$ cat src/design/etsc_map.vh
// constants for the envelope trigger and stage controller
`ifndef ETSC_MAP_VH
`define ETSC_MAP_VH
// trigger polarity codes
`define ETSC_POL_FALLING 3'h0
`define ETSC_POL_EITHER 3'h1
`define ETSC_POL_RISING 3'h2
`define ETSC_POL_MAG_FALLING 3'h3
`define ETSC_POL_MAG_EITHER 3'h4
`define ETSC_POL_MAG_RISING 3'h5
// envelope behaviour codes
`define ETSC_MODE_NORMAL_FIRST 3'h0
`define ETSC_MODE_NORMAL_SECOND 3'h1
`define ETSC_MODE_FREE_RUNNING 3'h2
`define ETSC_MODE_FREE_RUNNING_HOLD 3'h3
`define ETSC_MODE_HOLD_RELEASE_MERGE 3'h4
`define ETSC_MODE_MODULATION_START 3'h5
`define ETSC_MODE_MODULATION_START_GATED 3'h6
// stage codes
`define ETSC_ST_IDLE 3'h0
`define ETSC_ST_DELAY 3'h1
`define ETSC_ST_ATTACK 3'h2
`define ETSC_ST_DECAY1 3'h3
`define ETSC_ST_DECAY2 3'h4
`define ETSC_ST_SUSTAIN 3'h5
`define ETSC_ST_RELEASE1 3'h6
`define ETSC_ST_RELEASE2 3'h7
// threshold limits, signed 8 bit
`define ETSC_LEVEL_MAX 8'h64
`define ETSC_LEVEL_MIN 8'h9C
// reset values
`define ETSC_RST_LEVEL 8'h00
`define ETSC_RST_STAGE 3'h0
`endif

$ cat src/design/etsc_top.v
// envelope trigger detection and stage sequencing for one voice
// What this block does
// falling polarity fires when a decreasing source reaches the threshold
// either-way polarity fires when the source reaches threshold in any direction
// rising polarity fires when an increasing source reaches the threshold
// magnitude falling fires on decreasing source reaching threshold magnitude
// magnitude either-way fires on source reaching threshold magnitude either way
// magnitude rising fires on increasing source reaching threshold magnitude
// behaviour setting has seven values governing stage progression; here every code runs the first normal mode
// envelope emits a trigger event when attack output reaches a set level
// note events from every source are treated the same
// pedal hold is true only when enabled and pedal pressed
// first normal mode starts its cycle on note-on
// held note walks delay, attack, decay one, decay two, then sustain
// sustain holds while note or pedal hold; both gone enters release one
// note ended early then pedal hold jumps to sustain at current level
// note-off in sustain without pedal hold enters release one
// early note-off without pedal hold jumps to release one from present level
// a new note-on during release restarts from the present output level
// trigger input is one-shot; ignored until the envelope stops
// threshold is signed, minus to plus one hundred; trigger enable gates it
// direction from previous sample; crossing when threshold between or equal
// cycle ends and becomes idle when release two reaches zero output
`default_nettype none
`include "etsc_map.vh"
module etsc_top (
  input wire clk_sys,
  input wire rst,
  input wire ce,
  input wire kbd_note_on,
  input wire kbd_note_off,
  input wire seq_note_on,
  input wire seq_note_off,
  input wire arp_note_on,
  input wire arp_note_off,
  input wire midi_note_on,
  input wire midi_note_off,
  input wire pedal_down,
  input wire pedal_hold_enable,
  input wire trigger_enable,
  input wire src_valid,
  input wire [7:0] src_sample,
  input wire [7:0] threshold,
  input wire [2:0] polarity,
  input wire [2:0] behaviour,
  input wire [7:0] env_level,
  input wire stage_done,
  input wire [7:0] attack_hit_level,
  output reg [2:0] stage_q,
  output reg restart_q,
  output reg hold_level_q,
  output reg note_held_q,
  output wire pedal_hold,
  output wire trig_fire,
  output wire attack_hit,
  output wire env_active
);
  ////////////////////////////////////////////////////////////////
  // note and hold qualifiers
  wire note_on_any;
  wire note_off_any;
  wire det_fire;
  reg note_d;
  reg [2:0] stage_d;
  reg restart_d;
  reg hold_d;
  reg early_off_q;
  reg early_off_d;
  wire hold_any;

  // every note source merges into one on/off pair
  assign note_on_any = kbd_note_on | seq_note_on | arp_note_on | midi_note_on;
  assign note_off_any = kbd_note_off | seq_note_off | arp_note_off | midi_note_off;
  assign pedal_hold = pedal_hold_enable & pedal_down;
  assign env_active = (stage_q != `ETSC_ST_IDLE);
  // one-shot: triggers only pass while the envelope is stopped
  assign trig_fire = det_fire & trigger_enable & ~env_active;

  always @* begin
    note_d = note_held_q;
    if (note_off_any)
      note_d = 1'b0;
    if (note_on_any)
      note_d = 1'b1;
  end

  assign hold_any = note_d | pedal_hold;

  ////////////////////////////////////////////////////////////////
  // detector and attack-level event
  etsc_cross_det u_det (
    .clk_sys(clk_sys),
    .rst(rst),
    .ce(ce),
    .src_valid(src_valid),
    .src_sample(src_sample),
    .threshold(threshold),
    .polarity(polarity),
    .fire_q(det_fire)
  );

  etsc_level_hit u_hit (
    .clk_sys(clk_sys),
    .rst(rst),
    .ce(ce),
    .in_attack(stage_q == `ETSC_ST_ATTACK),
    .env_level(env_level),
    .hit_level(attack_hit_level),
    .hit_q(attack_hit)
  );

  ////////////////////////////////////////////////////////////////
  // stage sequencer; only the first normal mode is sequenced here,
  // other behaviour codes fall back to it so the voice never hangs
  always @* begin
    stage_d = stage_q;
    restart_d = 1'b0;
    hold_d = 1'b0;
    early_off_d = early_off_q;
    case (behaviour)
      default: begin
        if (note_on_any || trig_fire) begin
          // restart is from the present output, the stage engine keeps its level
          if (!env_active || stage_q == `ETSC_ST_RELEASE1 ||
              stage_q == `ETSC_ST_RELEASE2 || note_on_any) begin
            stage_d = `ETSC_ST_DELAY;
            restart_d = 1'b1;
            early_off_d = 1'b0;
          end
        end else begin
          case (stage_q)
            `ETSC_ST_IDLE: stage_d = `ETSC_ST_IDLE;
            `ETSC_ST_DELAY, `ETSC_ST_ATTACK, `ETSC_ST_DECAY1, `ETSC_ST_DECAY2: begin
              if (!note_d && !pedal_hold) begin
                // remember the early end so a later pedal can still catch the level
                stage_d = `ETSC_ST_RELEASE1;
                early_off_d = 1'b1;
              end else if (!note_d) begin
                stage_d = `ETSC_ST_SUSTAIN;
                hold_d = 1'b1;
                early_off_d = 1'b1;
              end else if (stage_done) begin
                stage_d = stage_q + 3'h1;
              end
            end
            `ETSC_ST_SUSTAIN: begin
              hold_d = early_off_q & hold_any;
              if (!hold_any) begin
                stage_d = `ETSC_ST_RELEASE1;
                early_off_d = 1'b0;
              end
            end
            `ETSC_ST_RELEASE1: begin
              if (early_off_q && pedal_hold) begin
                stage_d = `ETSC_ST_SUSTAIN;
                hold_d = 1'b1;
              end else if (stage_done) begin
                stage_d = `ETSC_ST_RELEASE2;
              end
            end
            `ETSC_ST_RELEASE2: begin
              if (stage_done && env_level == 8'h00) begin
                stage_d = `ETSC_ST_IDLE;
                early_off_d = 1'b0;
              end
            end
            default: stage_d = `ETSC_ST_IDLE;
          endcase
        end
      end
    endcase
  end

  always @(posedge clk_sys or posedge rst) begin
    if (rst) begin
      stage_q <= `ETSC_RST_STAGE;
      restart_q <= 1'b0;
      hold_level_q <= 1'b0;
      note_held_q <= 1'b0;
      early_off_q <= 1'b0;
    end else if (ce) begin
      stage_q <= stage_d;
      restart_q <= restart_d;
      hold_level_q <= hold_d;
      note_held_q <= note_d;
      early_off_q <= early_off_d;
    end
  end
endmodule
`default_nettype wire

$ cat src/design/etsc_cross_det.v
// level-crossing trigger detector on a signed source
`default_nettype none
`include "etsc_map.vh"
module etsc_cross_det (
  input wire clk_sys,
  input wire rst,
  input wire ce,
  input wire src_valid,
  input wire signed [7:0] src_sample,
  input wire signed [7:0] threshold,
  input wire [2:0] polarity,
  output reg fire_q
);
  reg signed [7:0] prev_q;
  reg have_prev_q;
  reg signed [7:0] thr_clip;
  reg signed [7:0] thr_eff;
  reg rising;
  reg falling;
  reg between;
  reg fire_d;

  always @* begin
    // clamp to the legal range so abs never overflows
    thr_clip = threshold;
    if (threshold > $signed(`ETSC_LEVEL_MAX))
      thr_clip = `ETSC_LEVEL_MAX;
    if (threshold < $signed(`ETSC_LEVEL_MIN))
      thr_clip = `ETSC_LEVEL_MIN;
    thr_eff = thr_clip;
    if ((polarity == `ETSC_POL_MAG_FALLING || polarity == `ETSC_POL_MAG_EITHER ||
         polarity == `ETSC_POL_MAG_RISING) && thr_clip[7])
      thr_eff = -thr_clip;
    rising = src_sample > prev_q;
    falling = src_sample < prev_q;
    between = (src_sample == thr_eff) ||
              (rising && prev_q < thr_eff && src_sample > thr_eff) ||
              (falling && prev_q > thr_eff && src_sample < thr_eff);
    fire_d = 1'b0;
    if (src_valid && have_prev_q && between) begin
      case (polarity)
        `ETSC_POL_FALLING: fire_d = falling;
        `ETSC_POL_EITHER: fire_d = rising | falling;
        `ETSC_POL_RISING: fire_d = rising;
        `ETSC_POL_MAG_FALLING: fire_d = falling;
        `ETSC_POL_MAG_EITHER: fire_d = rising | falling;
        `ETSC_POL_MAG_RISING: fire_d = rising;
        default: fire_d = 1'b0;
      endcase
    end
  end

  always @(posedge clk_sys or posedge rst) begin
    if (rst) begin
      prev_q <= `ETSC_RST_LEVEL;
      have_prev_q <= 1'b0;
      fire_q <= 1'b0;
    end else if (ce) begin
      fire_q <= fire_d;
      if (src_valid) begin
        prev_q <= src_sample;
        have_prev_q <= 1'b1;
      end
    end
  end
endmodule
`default_nettype wire

$ cat src/design/etsc_level_hit.v
// one-shot event when the attack output reaches a set level
`default_nettype none
`include "etsc_map.vh"
module etsc_level_hit (
  input wire clk_sys,
  input wire rst,
  input wire ce,
  input wire in_attack,
  input wire [7:0] env_level,
  input wire [7:0] hit_level,
  output reg hit_q
);
  reg armed_q;

  always @(posedge clk_sys or posedge rst) begin
    if (rst) begin
      armed_q <= 1'b0;
      hit_q <= 1'b0;
    end else if (ce) begin
      hit_q <= 1'b0;
      if (!in_attack) begin
        armed_q <= 1'b1;
      end else if (armed_q && env_level >= hit_level) begin
        hit_q <= 1'b1;
        armed_q <= 1'b0;
      end
    end
  end
endmodule
`default_nettype wire

$ cat config.mk
export PLATFORM = sky130hd
export DESIGN_NAME = etsc_top
export DESIGN_NICKNAME = d
export VERILOG_FILES = /design/src/design/etsc_top.v /design/src/design/etsc_cross_det.v /design/src/design/etsc_level_hit.v
export VERILOG_INCLUDE_DIRS = /design/src /design/src/design
export SDC_FILE = /design/constraint.sdc
export NUM_CORES = 1
export LEC_CHECK = 0
export ABC_CLOCK_PERIOD_IN_PS = 2500
export BUFFER_PORTS_ARGS = -buffer_cell sky130_fd_sc_hd__buf_2
export CAP_MARGIN = 20
export CORE_UTILIZATION = 53
export CTS_CLUSTER_SIZE = 25
export DETAILED_ROUTE_END_ITERATION = 7
export HOLD_SLACK_MARGIN = 0.02
export PLACE_DENSITY = 0.92
export SLEW_MARGIN = 15
export SYNTH_ARGS = -nofsm -noshare
export SYNTH_HDL_FRONTEND = slang
export SYNTH_SLANG_ARGS = --single-unit
$ cat constraint.sdc
create_clock -name clk_sys -period 2.5 [get_ports clk_sys]
set_input_delay 0.375 -clock clk_sys [delete_from_list [all_inputs] [get_ports clk_sys]]
set_output_delay 0.375 -clock clk_sys [all_outputs]
set_load 0.005 [all_outputs]
==> results.py <==
metrics = {
    "setup_path": {
        "end_kind": "flip-flop",
        "crit_path_max_fanout": 3,
        "crit_arrival_ps": 3440,
        "r2r_end": "u_det.fire_q",
        "cp-start-kind": "input pin",
        "r2r_slack_ps": 210,
        "critical_path_class": "in2reg",
        "reg2reg_depth": 11,
        "rr_startpoint": "u_det.prev_q[2]",
        "cp.required_ps": 2630,
        "crit_path_end": "u_det.fire_q",
        "cp-startpoint": "threshold[4]",
    },
    "global_routing": {
        "grt.overflow.total": 0,
        "grt_max_degree": 20,
        "grt_util_all_layers_pct": 30.03,
        "antenna_found_initial": 0,
        "grt_first_pass_wirelength_um": 10040,
        "first_global_vias": 2285,
    },
    "synth": {
        "synth.distinct_cells": 56,
        "synth_top_area_cell": "dfrtp_1",
        "synth_top_area_share_pct": 21.71,
        "synth_area_um2": 2190,
        "ys.flop_type": "dfrtp_1",
        "synth-seq-cells": 19,
        "synth_nets": 361,
        "ys_top_cells_by_count": "ha_1 (34), inv_1 (31), nand2_1 (26), nor2_1 (26), o21ai_0 (20)",
        "yosys.cell_count.top_type": "ha_1",
        "synthArstFlopShare_pct": 100.0,
        "synth_area_per_cell_um2": 8.021,
        "synth_edf_count": 0,
        "ys_warn_count": 0,
        "synthTopCellsByArea": "dfrtp_1 (22%), ha_1 (19%), inv_1 (5.3%)",
        "yosysSeqAreaShare_pct": 21.71,
        "syn_inst": 273,
    },
    "route": {
        "ant_nets": 0,
        "drc": 0,
        "via_count": 2444,
        "first_iter_violations": 199,
        "dr.pass1.iters": 5,
        "wirelength_um": 6592,
        "wire_per_inst_um": 15.85,
        "vias_per_cell": 5.875,
    },
    "placed_design": {
        "hpwlAfterDp_um": 5009,
        "dp.cells": 409,
        "io_buffers": 60,
        "gp_congestion": 0.8751,
    },
    "clock_tree": {
        "clkTransAtPathRegs_ps": 70,
        "cts_buffers": 3,
        "clock_latency_ps": 250,
        "cts.path.max_buffers": 2,
        "cts_root_buf": "clkbuf_8",
        "htreeDepth": 1,
        "cts_tree": "built",
        "cts_sinks": 19,
    },
    "layout": {
        "final_cells": 416,
        "layout.nets": 457,
        "area_delta_synth_final_pct": 34.57,
        "drive_above_1_share_pct": 36.14,
        "antenna_cells": 0,
    },
    "sta": {
        "slew_violations": 0,
        "setup_viol": 1,
        "period_needed_ps": 3315,
        "fin_crit_sh_pct": 132.6,
        "clock_skew_ps": 6.695,
        "tns_ps": -815.3,
        "grt_setup_unrepaired": "yes",
        "fin_ws_ps": -815.3,
        "relSlewSlack_pct": 50.11,
        "max_freq_mhz": 301.6,
        "tightest_slew_ps": 747.6,
        "hold_viol_final": 0,
    },
    "floorplanning": {
        "core_um2": 3799,
        "rows": 22,
        "start_util_pct": 57.64,
        "die_w_um": 66.28,
        "die_h_um": 66.28,
        "io_pins": 64,
        "die-area_um2": 4392,
    },
    "worst_hold_path": {
        "worst_hold_path_type": "in2async",
    },
    "run_status": {
        "status": "finished with violations",
        "violations": "setup timing",
    },
    "power": {
        "finalPower_w": 0.001186,
        "ir_drop_v": 0.0004220,
        "power_density_nw_per_um2": 402.4,
        "leakage_nw": 1.459,
    },
    "job": {
        "cap_viol_max_count": 0,
    },
}
[cells by family (layout without fill, tap and decap cells)]
group | Yosys count | in the layout | share of synthesized area, %
adder cells (fa/ha/maj) | 34 | 34 | 19.43
AO/OA/AOI/OAI | 83 | 83 | 26.52
buffers and inverters | 34 | 129 | 5.828
AND/OR/NAND/NOR | 89 | 89 | 19.60
flip-flops | 19 | 19 | 21.71
multiplexers | 7 | 7 | 4.114
XOR/XNOR | 7 | 7 | 2.800
[through the flow]
stage	area [µm²]	util (%)	hold WS, ps	setup WS, ps
final	2947	77.57	240.0	-815.3
after global routing	2947	77.57	304.0	-883.9
after CTS	2879	75.79	259.1	-739.4
after detailed placement	2780	73.19	452.9	-1196
after global placement	2780	73.19	449.3	-980.9
after floorplan	2198	-	326.1	-838.9
[worst max-delay path, cell delays in order]
cell	delay, ps
buf_2	120
or3_4	400
a32oi_2	190
and2_4	190
inv_2	50
ha_4	180
nor2_4	100
xor2_2	240
buf_4	160
buf_4	110
ha_4	210
a21oi_2	160
o21a_1	150
o21ai_0	90
o31ai_1	70
o221a_1	240
nor2_1	60
o32ai_2	270
a21oi_1	80
[repair_timing]
item | 4_1_cts | 5_1_grt
endpoints found under the setup margin | 1 | 1
hold buffers | 0 | 0
buffers inserted | 2 | 1
gates resized for setup | 7 | 8
pin swaps | 7 | 2
[worst min path at each step]
| stage | start | endpoint | slack, ps | depth (start not counted) |
|---|---|---|---|---|
| 6_report | rst | early_off_q | 240 | 2 |
| 4_1_cts | rst | early_off_q | 260 | 2 |
| 3_5_place_dp | u_det.have_prev_q | u_det.have_prev_q | 450 | 1 |
| 5_1_grt | rst | early_off_q | 300 | 2 |
| 3_3_place_gp | u_det.have_prev_q | u_det.have_prev_q | 450 | 1 |
| 2_1_floorplan | rst | early_off_q | 330 | 1 |
[flip-flops by register name, summed over array words and instances (netlist names)]
name,cells
early_off_q,1
hold_level_q,1
note_held_q,1
restart_q,1
stage_q,3
u_det.fire_q,1
u_det.have_prev_q,1
u_det.prev_q,8
u_hit.armed_q,1
u_hit.hit_q,1
[cell usage in the layout (no fill, tap or decap), types with 3 or more instances in the layout]
cell type	synthesis	final
clkbuf_8	0	3
mux2_2	6	6
xnor2_1	4	4
nand4_1	4	4
o21ai_0	20	19
o21a_1	5	5
ha_4	0	3
buf_2	0	60
buf_4	0	34
nand2b_1	4	4
nand3_1	5	5
ha_1	34	31
nor3_1	3	3
inv_1	31	30
nand2_1	26	26
a21oi_2	3	6
o21ai_2	2	3
a21oi_1	14	11
nor2b_1	6	6
nor2_1	26	25
a211oi_1	4	4
dfrtp_1	19	19
o31ai_1	3	3
a21o_1	3	3
[power breakdown]
part           switching, W  internal (W)  leakage [nW]
clock network     0.0000974      0.000113        0.0228
registers         0.0000282      0.000334         0.226
logic              0.000315      0.000297          1.21
[layout make-up]
type | count | area (µm²)
multi-input combinational | 220 | 1694
fill | 255 | 852.1
timing repair buffer | 94 | 555.5
sequential | 19 | 475.5
inverter | 31 | 116.4
tap | 48 | 60.06
clock buffer | 4 | 45.04
[per-layer routing]
| layer | up-vias | routed length [µm] | global-route usage (%) |
|---|---|---|---|
| met5 | - | 0 | 0 |
| met4 | 0 | 190 | 9.574 |
| met3 | 20 | 338 | 3.793 |
| met2 | 101 | 3346 | 53.95 |
| met1 | 1146 | 2716 | 36.67 |
| li1 | 1177 | - | - |
Note: power is estimated with default switching activity, not from simulation.
